==> src/pbap_pkg.sv <==
// Shared constants and types for the processor bus address port
package pbap_pkg;
  localparam int ADDR_W = 32;
  localparam int AP_W = 4;
  localparam int TT_W = 5;
  localparam int TSIZ_W = 4;
  localparam int CFG_HI_W = 8;
  localparam int EXTRA_W = 2;
  localparam int CLK_PERIOD_NS = 40;
  localparam int BUS_CLK_MAX_MHZ = 100;
  localparam int CLK_MHZ = 25;
  localparam int HARD_RESET_HOLD_NS = 1000;
  localparam int HARD_RESET_HOLD_CYC = (HARD_RESET_HOLD_NS + CLK_PERIOD_NS - 1) / CLK_PERIOD_NS;
  localparam int HCNT_W = 6;
  localparam logic [HCNT_W-1:0] HCNT_LOAD = HCNT_W'(HARD_RESET_HOLD_CYC);
  localparam logic [HCNT_W-1:0] HCNT_ZERO = 6'h00;
  localparam logic PIN_ASSERTED = 1'h0;
  localparam logic PIN_NEGATED = 1'h1;
  localparam int SYNC_W = 3 + 1 + ADDR_W + AP_W + TT_W + TSIZ_W;

  typedef enum logic [3:0]
  {
    PBAP_IDLE = 4'h1,
    PBAP_DECIDE = 4'h2,
    PBAP_ANSWER = 4'h4,
    PBAP_PRECHG = 4'h8
  } pbap_state_t;
endpackage : pbap_pkg

==> src/pbap_pin_if.sv <==
// Raw and synchronised pin bundle between the port and its synchroniser
`timescale 1ns/1ps
interface pbap_pin_if;
  import pbap_pkg::*;
  logic [pbap_pkg::SYNC_W-1:0] raw;
  logic [pbap_pkg::SYNC_W-1:0] synced;
  modport sync_side (input raw, output synced);
  modport core_side (output raw, input synced);
endinterface : pbap_pin_if

==> src/pbap_pin_sync.sv <==
// Two-flop synchroniser for every sampled bus pin
`timescale 1ns/1ps
module pbap_pin_sync
(
  input wire logic clock_i,
  input wire logic rst_i,
  pbap_pin_if.sync_side pins
);
  import pbap_pkg::*;

  logic [SYNC_W-1:0] stage1_r;
  logic [SYNC_W-1:0] stage2_r;

  // Resets to all-ones so active-low pins read negated
  always_ff @(posedge clock_i)
  begin
    if (rst_i)
    begin
      stage1_r <= '1;
      stage2_r <= '1;
    end
    else
    begin
      stage1_r <= pins.raw;
      stage2_r <= stage1_r;
    end
  end

  assign pins.synced = stage2_r;
endmodule : pbap_pin_sync

==> src/pbap_addr_port.sv <==
// Device side of the processor bus address tenure
// Operation
// - All bus-facing logic runs on the single host bus clock, at most 100 MHz.
// - Power-on reset returns the whole device to its reset state.
// - Hard reset resets everything but its own output stretch; device pulses it after power-on for bus agents.
// - Device drives top eight address bits only in master configuration cycles.
// - No parity and four-channel arbiter: parity pins become extra request/grant lines.
// - Device asserts address acknowledge when it claims the address, ending the tenure.
// - Address retry rejects the transaction; master must reissue it later.
`timescale 1ns/1ps
module pbap_addr_port
(
  input wire logic clock_i,
  input wire logic rst_i,
  input wire logic power_on_reset_n_i,
  input wire logic hard_reset_n_i,
  output logic hard_reset_n_o,
  output logic hard_reset_n_oe_o,
  input wire logic transfer_start_n_i,
  input wire logic [0:pbap_pkg::ADDR_W-1] host_address_i,
  output logic [0:pbap_pkg::CFG_HI_W-1] host_address_hi_o,
  output logic host_address_hi_oe_o,
  input wire logic [0:pbap_pkg::AP_W-1] host_address_parity_i,
  output logic [0:pbap_pkg::AP_W-1] host_address_parity_o,
  output logic [0:pbap_pkg::AP_W-1] host_address_parity_oe_o,
  input wire logic [0:pbap_pkg::TT_W-1] transfer_type_code_i,
  input wire logic burst_indicator_n_i,
  input wire logic [0:pbap_pkg::TSIZ_W-1] transfer_byte_count_i,
  output logic address_acknowledge_n_o,
  output logic address_acknowledge_n_oe_o,
  output logic address_retry_n_o,
  output logic address_retry_n_oe_o,
  input wire logic parity_check_en_i,
  input wire logic four_channel_en_i,
  input wire logic [0:pbap_pkg::ADDR_W-1] window_base_i,
  input wire logic [0:pbap_pkg::ADDR_W-1] window_mask_i,
  input wire logic core_busy_i,
  input wire logic cfg_cycle_i,
  input wire logic [0:pbap_pkg::CFG_HI_W-1] cfg_address_hi_i,
  input wire logic [pbap_pkg::EXTRA_W-1:0] extra_bus_grant_n_i,
  input wire logic [0:pbap_pkg::AP_W-1] gpio_out_i,
  input wire logic [0:pbap_pkg::AP_W-1] gpio_oe_i,
  output logic [pbap_pkg::EXTRA_W-1:0] extra_bus_request_n_o,
  output logic [0:pbap_pkg::AP_W-1] gpio_in_o,
  output logic tenure_valid_o,
  output logic [0:pbap_pkg::ADDR_W-1] tenure_address_o,
  output logic [0:pbap_pkg::TT_W-1] tenure_type_o,
  output logic tenure_burst_o,
  output logic [0:pbap_pkg::TSIZ_W-1] tenure_size_o,
  output logic parity_error_o,
  output logic in_reset_o
);
  import pbap_pkg::*;

  function automatic logic parity_fail(input logic [0:ADDR_W-1] a, input logic [0:AP_W-1] p);
    logic bad;
    bad = 1'b0;
    // Odd parity per byte lane
    for (int i = 0; i < AP_W; i++)
      bad = bad | ~(^{a[i*8 +: 8], p[i]});
    return bad;
  endfunction : parity_fail

  pbap_pin_if pins ();

  pbap_pin_sync u_sync
  (
    .clock_i(clock_i),
    .rst_i(rst_i),
    .pins(pins.sync_side)
  );

  assign pins.raw = {power_on_reset_n_i, hard_reset_n_i, transfer_start_n_i, burst_indicator_n_i,
                     host_address_i, host_address_parity_i, transfer_type_code_i, transfer_byte_count_i};

  logic por_n_s;
  logic hres_n_s;
  logic ts_n_s;
  logic tbst_n_s;
  logic [0:ADDR_W-1] addr_s;
  logic [0:AP_W-1] ap_s;
  logic [0:TT_W-1] tt_s;
  logic [0:TSIZ_W-1] tsiz_s;
  assign {por_n_s, hres_n_s, ts_n_s, tbst_n_s, addr_s, ap_s, tt_s, tsiz_s} = pins.synced;

  logic por_rst;
  logic dev_rst;
  assign por_rst = rst_i | (por_n_s == PIN_ASSERTED);
  assign dev_rst = por_rst | (hres_n_s == PIN_ASSERTED);

  // Hard reset output stretch; only power-on or rst_i can reset it, so it cannot lock itself
  logic [HCNT_W-1:0] hcnt_r;
  always_ff @(posedge clock_i)
  begin
    if (por_rst)
    begin
      hcnt_r <= HCNT_LOAD;
      hard_reset_n_o <= PIN_ASSERTED;
      hard_reset_n_oe_o <= 1'b1;
    end
    else
    begin
      if (hcnt_r != HCNT_ZERO)
        hcnt_r <= hcnt_r - 6'h01;
      hard_reset_n_o <= (hcnt_r > 6'h01) ? PIN_ASSERTED : PIN_NEGATED;
      hard_reset_n_oe_o <= (hcnt_r != HCNT_ZERO);
    end
  end

  always_ff @(posedge clock_i)
  begin
    in_reset_o <= dev_rst;
  end

  pbap_state_t state_r;
  logic [0:ADDR_W-1] addr_r;
  logic [0:TT_W-1] tt_r;
  logic burst_r;
  logic [0:TSIZ_W-1] tsiz_r;
  logic perr_r;
  logic retry_r;
  logic hit;
  assign hit = ((addr_r ^ window_base_i) & window_mask_i) == '0;

  always_ff @(posedge clock_i)
  begin
    if (dev_rst)
    begin
      state_r <= PBAP_IDLE;
      addr_r <= '0;
      tt_r <= '0;
      burst_r <= 1'b0;
      tsiz_r <= '0;
      perr_r <= 1'b0;
      retry_r <= 1'b0;
    end
    else
    begin
      unique case (state_r)
        PBAP_IDLE:
        begin
          if (ts_n_s == PIN_ASSERTED)
          begin
            addr_r <= addr_s;
            tt_r <= tt_s;
            burst_r <= (tbst_n_s == PIN_ASSERTED);
            tsiz_r <= tsiz_s;
            perr_r <= parity_check_en_i & parity_fail(addr_s, ap_s);
            state_r <= PBAP_DECIDE;
          end
        end
        PBAP_DECIDE:
        begin
          // Unclaimed addresses get no answer so another slave may claim them
          retry_r <= perr_r | core_busy_i;
          state_r <= hit ? PBAP_ANSWER : PBAP_IDLE;
        end
        PBAP_ANSWER:
          state_r <= PBAP_PRECHG;
        PBAP_PRECHG:
          state_r <= PBAP_IDLE;
      endcase
    end
  end

  // Answer pins: one cycle asserted (retry only when retrying), then one cycle driven negated before release
  always_ff @(posedge clock_i)
  begin
    if (dev_rst)
    begin
      address_acknowledge_n_o <= PIN_NEGATED;
      address_acknowledge_n_oe_o <= 1'b0;
      address_retry_n_o <= PIN_NEGATED;
      address_retry_n_oe_o <= 1'b0;
    end
    else
    begin
      address_acknowledge_n_o <= (state_r == PBAP_DECIDE && hit) ? PIN_ASSERTED : PIN_NEGATED;
      address_acknowledge_n_oe_o <= (state_r == PBAP_DECIDE && hit) || state_r == PBAP_ANSWER;
      address_retry_n_o <= (state_r == PBAP_DECIDE && hit && (perr_r | core_busy_i))
                           ? PIN_ASSERTED : PIN_NEGATED;
      address_retry_n_oe_o <= (state_r == PBAP_DECIDE && hit) || state_r == PBAP_ANSWER;
    end
  end

  always_ff @(posedge clock_i)
  begin
    if (dev_rst)
    begin
      tenure_valid_o <= 1'b0;
      tenure_address_o <= '0;
      tenure_type_o <= '0;
      tenure_burst_o <= 1'b0;
      tenure_size_o <= '0;
      parity_error_o <= 1'b0;
    end
    else
    begin
      // Retried tenures never reach the core
      tenure_valid_o <= (state_r == PBAP_ANSWER) && !retry_r;
      tenure_address_o <= addr_r;
      tenure_type_o <= tt_r;
      tenure_burst_o <= burst_r;
      tenure_size_o <= tsiz_r;
      parity_error_o <= (state_r == PBAP_ANSWER) && perr_r;
    end
  end

  always_ff @(posedge clock_i)
  begin
    if (dev_rst)
    begin
      host_address_hi_o <= '0;
      host_address_hi_oe_o <= 1'b0;
    end
    else
    begin
      host_address_hi_o <= cfg_address_hi_i;
      host_address_hi_oe_o <= cfg_cycle_i;
    end
  end

  logic extra_mode;
  assign extra_mode = four_channel_en_i & ~parity_check_en_i;

  // Parity pins 0..1 carry requests in, 2..3 carry grants out in extra mode
  always_ff @(posedge clock_i)
  begin
    if (dev_rst)
    begin
      host_address_parity_o <= '1;
      host_address_parity_oe_o <= '0;
      extra_bus_request_n_o <= '1;
      gpio_in_o <= '0;
    end
    else if (extra_mode)
    begin
      host_address_parity_o <= {2'h3, extra_bus_grant_n_i};
      host_address_parity_oe_o <= 4'h3;
      extra_bus_request_n_o <= ap_s[0:1];
      gpio_in_o <= '0;
    end
    else
    begin
      host_address_parity_o <= gpio_out_i;
      host_address_parity_oe_o <= parity_check_en_i ? 4'h0 : gpio_oe_i;
      extra_bus_request_n_o <= '1;
      gpio_in_o <= ap_s;
    end
  end

  logic [1:0] ack_cnt_r;
  always_ff @(posedge clock_i)
  begin
    if (dev_rst || state_r == PBAP_IDLE)
      ack_cnt_r <= 2'h0;
    else if (address_acknowledge_n_o == PIN_ASSERTED)
      ack_cnt_r <= ack_cnt_r + 2'h1;
  end

  property one_ack_p;
    @(posedge clock_i) disable iff (dev_rst)
      ack_cnt_r <= 2'h1;
  endproperty

  ack_once_a: assert property (one_ack_p) else $error("more than one acknowledge per tenure");
  ack_timing_a: assert property (@(posedge clock_i) disable iff (dev_rst)
    state_r == PBAP_DECIDE && hit |=> address_acknowledge_n_o == PIN_ASSERTED && address_acknowledge_n_oe_o
    ##1 address_acknowledge_n_o == PIN_NEGATED && address_acknowledge_n_oe_o)
    else $error("acknowledge not one cycle after claim");
  retry_with_ack_a: assert property (@(posedge clock_i) disable iff (dev_rst)
    address_retry_n_o == PIN_ASSERTED |-> address_acknowledge_n_o == PIN_ASSERTED ##1 !tenure_valid_o)
    else $error("retry without acknowledge or with delivery");
  parity_retry_a: assert property (@(posedge clock_i) disable iff (dev_rst)
    state_r == PBAP_DECIDE && hit && perr_r |=> address_retry_n_o == PIN_ASSERTED)
    else $error("parity error not retried");
  ts_capture_a: assert property (@(posedge clock_i) disable iff (dev_rst)
    state_r == PBAP_IDLE && ts_n_s == PIN_ASSERTED |=> state_r == PBAP_DECIDE && addr_r == $past(addr_s))
    else $error("transfer start not captured");
  cfg_drive_a: assert property (@(posedge clock_i) disable iff (dev_rst)
    host_address_hi_oe_o |-> $past(cfg_cycle_i))
    else $error("upper address driven outside config cycle");
  por_reset_a: assert property (@(posedge clock_i)
    por_rst |=> state_r == PBAP_IDLE && !address_acknowledge_n_oe_o && hard_reset_n_oe_o)
    else $error("power-on reset did not clear state");
  hres_reset_a: assert property (@(posedge clock_i)
    hres_n_s == PIN_ASSERTED |=> state_r == PBAP_IDLE && !tenure_valid_o && in_reset_o)
    else $error("hard reset did not clear state");
  extra_pins_a: assert property (@(posedge clock_i) disable iff (dev_rst)
    extra_mode ##1 extra_mode |-> host_address_parity_oe_o == 4'h3
    && host_address_parity_o[2:3] == $past(extra_bus_grant_n_i))
    else $error("parity pins not serving as grant lines");
  active_low_a: assert property (@(posedge clock_i) disable iff (dev_rst)
    tenure_valid_o |-> $past(address_acknowledge_n_o == 1'b0 && address_retry_n_o == 1'b1))
    else $error("delivered tenure without low acknowledge");
  one_clock_a: assert property (@(posedge clock_i) disable iff (dev_rst)
    state_r == PBAP_ANSWER |=> state_r == PBAP_PRECHG ##1 state_r == PBAP_IDLE)
    else $error("answer sequence not clocked as expected");

  accept_c: cover property (@(posedge clock_i) disable iff (dev_rst) tenure_valid_o && tenure_burst_o);
  retry_c: cover property (@(posedge clock_i) disable iff (dev_rst) address_retry_n_o == PIN_ASSERTED);
  miss_c: cover property (@(posedge clock_i) disable iff (dev_rst) state_r == PBAP_DECIDE && !hit);
  cfg_c: cover property (@(posedge clock_i) disable iff (dev_rst) host_address_hi_oe_o);
endmodule : pbap_addr_port

==> config.mk <==
export PLATFORM = sky130hd
export DESIGN_NAME = pbap_addr_port
export DESIGN_NICKNAME = d
export VERILOG_FILES = /design/src/pbap_pkg.sv /design/src/pbap_pin_if.sv /design/src/pbap_pin_sync.sv /design/src/pbap_addr_port.sv
export SDC_FILE = /design/constraint.sdc
export NUM_CORES = 1
export LEC_CHECK = 0
export BUFFER_PORTS_ARGS = -buffer_cell sky130_fd_sc_hd__buf_2
export CAP_MARGIN = 0
export CORE_ASPECT_RATIO = 1.2
export CORE_MARGIN = 8
export CORE_UTILIZATION = 45
export CTS_CLUSTER_SIZE = 40
export DETAILED_ROUTE_END_ITERATION = 7
export GPL_ROUTABILITY_DRIVEN = 0
export HOLD_SLACK_MARGIN = 0.03
export PLACE_DENSITY = 0.73
export REMOVE_ABC_BUFFERS = 1
export SLEW_MARGIN = 25
export SYNTH_ARGS = -nofsm -noshare
export SYNTH_HDL_FRONTEND = slang
export SYNTH_HIERARCHICAL = 1
export SYNTH_SLANG_ARGS = --single-unit
==> constraint.sdc <==
create_clock -name clock_i -period 1.3 [get_ports clock_i]
set_input_delay 0.26 -clock clock_i [delete_from_list [all_inputs] [get_ports clock_i]]
set_output_delay 0.26 -clock clock_i [all_outputs]
set_load 0.005 [all_outputs]
======== Word-level counts from Yosys, hierarchy flattened ========
Index checks and enable logic that the tools add are counted.
word-level totals
  bits in registers ....................... 225
  output and inout port bits .............. 74
  word-level logic and storage cells ...... 82
operators by class
  add/subtract/negate cells ............... 1
  order comparisons ....................... 1
  eq/ne operators ......................... 5
  muxes and demuxes ....................... 9
  bitwise logic cells ..................... 20
  reduce and logical (&&, ||, !) cells .... 16
operator list
  kind                                                count
  parity 9 bit                                        4
  bitwise AND 32 bit                                  1
  logical NOT 32 bit                                  1
  XOR 32 bit                                          1
  case mux 4 bit (4 select lines)                     1
  NOT 1 bit                                           10
  > comparator 6 x 1 -> 1 bit, second input constant  1
  2-to-1 mux 2 bit                                    3
  bitwise OR 1 bit                                    6
  nonzero test 6 bit                                  1
  subtractor 6 x 1 -> 6 bit, second input constant    1
  == test 4 x 1 -> 1 bit, second input constant       1
  == test 4 x 2 -> 1 bit, second input constant       1
  == test 4 x 3 -> 1 bit, second input constant       1
  == test 4 bit, second input constant                1
  logical AND 1 bit                                   4
  2-to-1 mux 4 bit                                    1
  OR reduction 2 bit                                  2
  2-to-1 mux 1 bit                                    3
  2-to-1 mux 3 bit                                    1
  OR reduction 3 bit                                  1
  bitwise AND 1 bit                                   2
  != test 2 bit, second input constant                1
  AND reduction 2 bit                                 1
  2 further kinds                                     2

======== Longest topological paths before layout ========
  depth after elaboration ................. 6
  mapped depth ............................ 6
  depth with buffers taken out ............ 6

======== By module ========
The synthesis kept the hierarchy.
by module, submodules not included
  module          instances  cells each  area each (um^2)  sequential area each (um^2)
  pbap_addr_port  1          493         4733.3            2542.4
  pbap_pin_sync   1          206         2635.0            1961.9

======== Worst setup path after synthesis ========
No wires, ideal clock.
  kind .................................... reg-to-reg
  start ................................... register u_sync.stage2_r[25] (netlist: u_sync/pins.synced[25])
  end ..................................... register perr_r
  library setup time ...................... 0.123 ns
  data arrival time ....................... 1.327 ns
  required time ........................... 1.177 ns
  path slack .............................. -0.151 ns
  cell stages (with the launch flop) ...... 6
  path buffers ............................ 0
  period minus slack after synthesis ...... 1.451 ns
  path through ............................ dfxtp_1 -> xor2_1 -> xnor3_1 -> xnor2_1 -> nor4_1 -> o21ai_1
between the ends
  longest elaborated chain between the ends .. 5
ends and longest elaborated chain
  item                            RTL line               RTL
  start: declaration              pbap_pin_sync.sv:12    logic [SYNC_W-1:0] stage2_r;
  start signal: assignment        pbap_pin_sync.sv:25    stage2_r <= stage1_r;
  parity 9 bit                    pbap_addr_port.sv:60   bad = bad | ~(^{a[i*8 +: 8], p[i]});
  NOT 1 bit                       pbap_addr_port.sv:60
  bitwise OR 1 bit (2 in series)  pbap_addr_port.sv:60
  bitwise AND 1 bit               pbap_addr_port.sv:148  perr_r <= parity_check_en_i & parity_fail(addr_s, ap_s);
  end signal: assignment          pbap_addr_port.sv:148
  end: declaration                pbap_addr_port.sv:120  logic perr_r;
No other way between the ends.
A chain may end at the register's enable or synchronous reset.

======== Worst setup path after layout ========
  start ................................... register addr_r[8] (netlist bit)
  end ..................................... register address_retry_n_o
between the ends
  longest elaborated chain between the ends .. 6
ends and longest elaborated chain
  item                             RTL line               RTL
  start: declaration               pbap_addr_port.sv:116  logic [0:ADDR_W-1] addr_r;
  start signal: assignment         pbap_addr_port.sv:144  addr_r <= addr_s;
  XOR 32 bit                       pbap_addr_port.sv:123  assign hit = ((addr_r ^ window_base_i) & window_mask_i) == '0;
  bitwise AND 32 bit               pbap_addr_port.sv:123
  logical NOT 32 bit               pbap_addr_port.sv:123
  logical AND 1 bit (2 in series)  pbap_addr_port.sv:180  address_retry_n_o <= (state_r == PBAP_DECIDE && hit && (perr_r | core_busy_i))
  2-to-1 mux 1 bit                 pbap_addr_port.sv:181  ? PIN_ASSERTED : PIN_NEGATED;
  end signal: assignment           pbap_addr_port.sv:180
  end: declaration                 pbap_addr_port.sv:31   output logic address_retry_n_o,
No other way between the ends.

==> tab_implementation.tex <==
\begin{tabular}{lr}
\hline
Metric & Value \\
\hline
\multicolumn{2}{l}{\textbf{GRT}} \\
\quad Initial antenna violation count & 1 \\
\quad Total GRT Usage & 19.0\% \\
\quad Via count of the first global-routing pass & 6110 \\
\quad Global route overflow & 0 \\
\quad Wire length of the first global-routing pass & 31500 um \\
\quad Pin count of the biggest net entering global routing & 53 \\
\multicolumn{2}{l}{\textbf{Clock network}} \\
\quad TritonCTS clock tree & yes \\
\quad Number of H-tree levels & 1 \\
\quad Clock Sinks & between 200 and 250 \\
\quad Clock insertion delay at the later pin of the skew report & $\sim$0.50 ns \\
\quad Clock transition at the register clock pins on the worst setup and hold paths after CTS & $\sim$0.06 ns \\
\quad Cell chosen for the clock root & sky130\_fd\_sc\_hd\_\_clkbuf\_16 \\
\quad CTS max path bufs & 3 \\
\quad CTS buffer count & 22 \\
\multicolumn{2}{l}{\textbf{Critical path}} \\
\quad Critical path peak fanout & 5 \\
\quad Capturing point of the worst reg2reg path & address\_retry\_n\_o\$\_SDFF\_PP1\_ \\
\quad Data required time of the worst path & between 1.5 and 2 ns \\
\quad Path type of the worst setup path & flop to flop \\
\quad Setup slack, reg-to-reg & -0.35 ns \\
\quad Setup crit end kind & flop \\
\quad R2r startpoint & addr\_r[8]\$\_SDFFE\_PP0P\_ \\
\quad Depth of the worst register-to-register path & 6 \\
\quad Kind of start point of the critical path & flop \\
\quad Data arrival at the endpoint of the critical path & around 2.0 ns \\
\multicolumn{2}{l}{\textbf{Floorplan}} \\
\quad Chip height & $\sim$160 um \\
\quad Core region area & 16100 um\^{}2 \\
\quad Std-Cell Rows & $\sim$50 \\
\quad Num ports & 211 \\
\quad Die area & just over 20000 um\^{}2 \\
\quad Horiz. Die Dim & between 100 and 150 um \\
\quad Starting utilization of the core area & 45.6\% \\
\multicolumn{2}{l}{\textbf{Detailed routing}} \\
\quad WL/cell & between 15 and 20 um \\
\quad Wire length reported by the detailed router & around 20000 um \\
\quad Vias per cell & around 4.7 \\
\quad Count of routing violations after the opening detailed-route iteration & between 200 and 300 \\
\quad Detailed-route DRC error count & 0 \\
\quad Number of detailed-route iterations in the first pass & 4 \\
\quad Via count & between 5000 and 6000 \\
\quad Remaining antenna violation count after routing & 0 \\
\multicolumn{2}{l}{\textbf{Yosys}} \\
\quad Total number of yosys warnings & 6 \\
\quad EDFF count, synth & 0 \\
\quad Mux contribution to synthesized area & less than 1\% \\
\quad Post-synthesis cell type count & 39 \\
\quad Top FF cell, synth & sky130\_fd\_sc\_hd\_\_dfxtp\_1 \\
\quad Post-Syn Instances & 699 \\
\quad Yosys reg bits & between 200 and 250 \\
\quad Mean post-synth cell area & around 11 um\^{}2 \\
\quad Compound-Gate Fraction of Synth Area & 5.52\% \\
\quad Dominant combinational cell family by area after synthesis & simple AND/OR/NAND/NOR gates \\
\quad XOR/XNOR share of the synthesized area & 8.35\% \\
\quad Proportion of register bits with asynchronous set or reset after synthesis & 0\% \\
\quad Adder-cell share of the synthesized area & less than 1\% \\
\quad Seq/Total Area, Yosys & 61.1\% \\
\quad Post-synthesis share of cell area spent on and, or, nand and nor gates & about 22\% \\
\quad Post-Synthesis Cell Area & around 7400 um\^{}2 \\
\multicolumn{2}{l}{\textbf{Hold path}} \\
\quad Hold WC Path Type & input port to flop \\
\quad Startpoint of the lowest-slack hold path & parity\_check\_en\_i \\
\quad End point of the most critical hold path & host\_address\_parity\_oe\_o[3]\$\_SDFF\_PP0\_ \\
\quad Cell depth of the worst min-delay path & 3 \\
\multicolumn{2}{l}{\textbf{Power and ir drop}} \\
\quad Areal power density over the cells & 1430 nW/um\^{}2 \\
\quad Worst-case vdd ir drop & about 1.1 mV \\
\quad Static leakage & a little over 5 nW \\
\quad Post-layout power & between 0.015 and 0.02 W \\
\multicolumn{2}{l}{\textbf{Timing}} \\
\quad Final clock skew & approximately 0.016 ns \\
\quad Final hold slack & 0.0818 ns \\
\quad Slew at the pin with the worst max-slew slack & 0.479 ns \\
\quad Final setup fails & 6 \\
\quad Final Max Tran Viols & 0 \\
\quad Fmax & between 0.6 and 0.7 GHz \\
\quad Setup slack after layout & -0.351 ns \\
\quad Post-layout minimum cycle time & around 1.7 ns \\
\quad Share of the clock period used by the worst path after layout & 127\% \\
\quad Aggregate negative setup slack & -1.93 ns \\
\quad Number of hold violations in the final report & 0 \\
\quad Worst slew margin relative to its limit & 68.1\% \\
\quad Setup repair after global routing missed its margin & true \\
\multicolumn{2}{l}{\textbf{Layout}} \\
\quad Most common library cell in the layout ignoring fill and taps & sky130\_fd\_sc\_hd\_\_dfxtp\_1 \\
\quad Synthesis-to-finish area growth & 45.8\% \\
\quad Ratio of cells with drive above 1 in the final layout & $\sim$41\% \\
\quad Most frequent cells in the layout & 215 x sky130\_fd\_sc\_hd\_\_dfxtp\_1, 210 x sky130\_fd\_sc\_hd\_\_buf\_2, 91 x sky130\_fd\_sc\_hd\_\_nand2\_1, 78 x sky130\_fd\_sc\_hd\_\_or2\_2, 69 x sky130\_fd\_sc\_hd\_\_dlygate4sd3\_1 \\
\quad Sequential standard cell area & 4520 um\^{}2 \\
\quad \# nets final & 1179 \\
\quad \# fillers & around 1300 \\
\quad Area used by multi-input combinational logic & $\sim$2800 um\^{}2 \\
\multicolumn{2}{l}{\textbf{Placed design}} \\
\quad Half-perimeter wire length after placement & about 14000 um \\
\quad Count of buffers from port buffering & between 200 and 250 \\
\multicolumn{2}{l}{\textbf{Status}} \\
\quad Outcome & finished, violations left \\
\quad Violations in the final reports & setup timing \\
\multicolumn{2}{l}{\textbf{Flow run}} \\
\quad Max-cap check violation count & 0 \\
\hline
\end{tabular}
## registers in the layout, indices dropped and copies added (netlist names), 5 cells and up
register,count
addr_r,32
u_sync/stage1_r,49
tenure_address_o,32
tt_r,5
tenure_type_o,5
hcnt_r,6
u_sync/pins.synced,49
host_address_hi_o,8
## power breakdown
part           total, W  leakage [nW]  switching [W]  internal [W]
clock network   0.00650         0.383        0.00254       0.00396
registers       0.00731          1.85       0.000135       0.00718
logic           0.00151          2.82       0.000645      0.000861
total            0.0153          5.05        0.00332        0.0120
## metrics by stage
step | cells | worst slack, ns | util [%] | instance area [um^2]
after floorplan | 662 | -2.22 | - | 7190
after global placement | 1157 | -0.435 | 56.4 | 9110
after detailed placement | 1157 | -0.447 | 56.4 | 9110
after CTS | 1265 | -0.397 | 65.9 | 10600
after global routing | 1268 | -0.436 | 66.5 | 10700
final | 1268 | -0.351 | 66.5 | 10700
## synth_stat cells, types with 4 or more instances
cell type	n	share of area, %
sky130_fd_sc_hd__and3_1	56	4.8
sky130_fd_sc_hd__xnor2_1	20	2.4
sky130_fd_sc_hd__a22oi_1	16	1.6
sky130_fd_sc_hd__buf_2	7	0.48
sky130_fd_sc_hd__or2_1	20	1.7
sky130_fd_sc_hd__a21oi_1	44	3.0
sky130_fd_sc_hd__nor3_1	6	0.41
sky130_fd_sc_hd__nand3_1	6	0.41
sky130_fd_sc_hd__or3_1	5	0.42
sky130_fd_sc_hd__or2_2	78	6.6
sky130_fd_sc_hd__nor2_1	11	0.56
sky130_fd_sc_hd__nand2_1	91	4.6
sky130_fd_sc_hd__xor2_1	40	4.8
sky130_fd_sc_hd__nor2b_1	5	0.42
sky130_fd_sc_hd__nand4_1	4	0.34
sky130_fd_sc_hd__dfxtp_1	225	61
sky130_fd_sc_hd__clkbuf_1	26	1.3
sky130_fd_sc_hd__xnor3_1	4	1.2
## final cells by class
type | count | area share, %
diodes | 1 | 0.0233
clock buffers | 29 | 6.13
clock inverters | 10 | 0.990
inverters | 4 | 0.163
multi-input cells | 433 | 26.0
flip-flops and latches | 225 | 42.1
well taps | 212 | 2.47
repair buffers | 354 | 22.2
## worst max-delay path, stage by stage (launching register included)
cell and delay (ns):
sky130_fd_sc_hd__dfxtp_2 0.33, sky130_fd_sc_hd__xor2_1 0.14, sky130_fd_sc_hd__a22oi_1 0.20, sky130_fd_sc_hd__nand4_1 0.17, sky130_fd_sc_hd__buf_4 0.18, sky130_fd_sc_hd__nor4_4 0.36, sky130_fd_sc_hd__nand4b_1 0.14
## metal layers
metal	GRT usage, %	share of wire [%]	vias to the layer above
li1	-	-	2963
met1	19.5	37	2729
met2	35.7	54	182
met3	4.70	6.0	46
met4	8.07	3.5	0
met5	0	0	-
## how the worst max path moves through the flow
stage,slack [ns],cells after the start,start,to
floorplan,-2.22,4,u_sync/pins.synced[48]$_SDFF_PP1_,extra_bus_request_n_o[0]$_SDFF_PP1_
global placement,-0.43,7,window_base_i[8],state_r[0]$_SDFFE_PP1P_
detailed placement,-0.45,7,window_base_i[8],state_r[0]$_SDFFE_PP1P_
CTS,-0.40,6,addr_r[4]$_SDFFE_PP0P_,address_retry_n_o$_SDFF_PP1_
global route,-0.44,6,addr_r[8]$_SDFFE_PP0P_,address_retry_n_o$_SDFF_PP1_
finish,-0.35,6,addr_r[8]$_SDFFE_PP0P_,address_retry_n_o$_SDFF_PP1_
## what timing repair did
item,4_1_cts,5_1_grt
buffers inserted,0,1
gates cloned,0,1
pin swaps,12,12
resized for setup,18,20
setup endpoints to repair,26,57
hold buffers,69,0
hold endpoints to repair,66,0
## kinds of logic (layout without fill, tap and decap cells)
| family | count (synthesis) | count (layout) |
|---|---|---|
| AND/OR/NAND/NOR | 296 | 296 |
| flip-flops | 225 | 225 |
| AO/OA/AOI/OAI | 70 | 70 |
| XOR/XNOR | 64 | 64 |
| buffers and inverters | 41 | 397 |
| adder cells (fa/ha/maj) | 2 | 2 |
| multiplexers | 1 | 1 |
| other | 0 | 1 |
(Power assumes the default switching activity.)
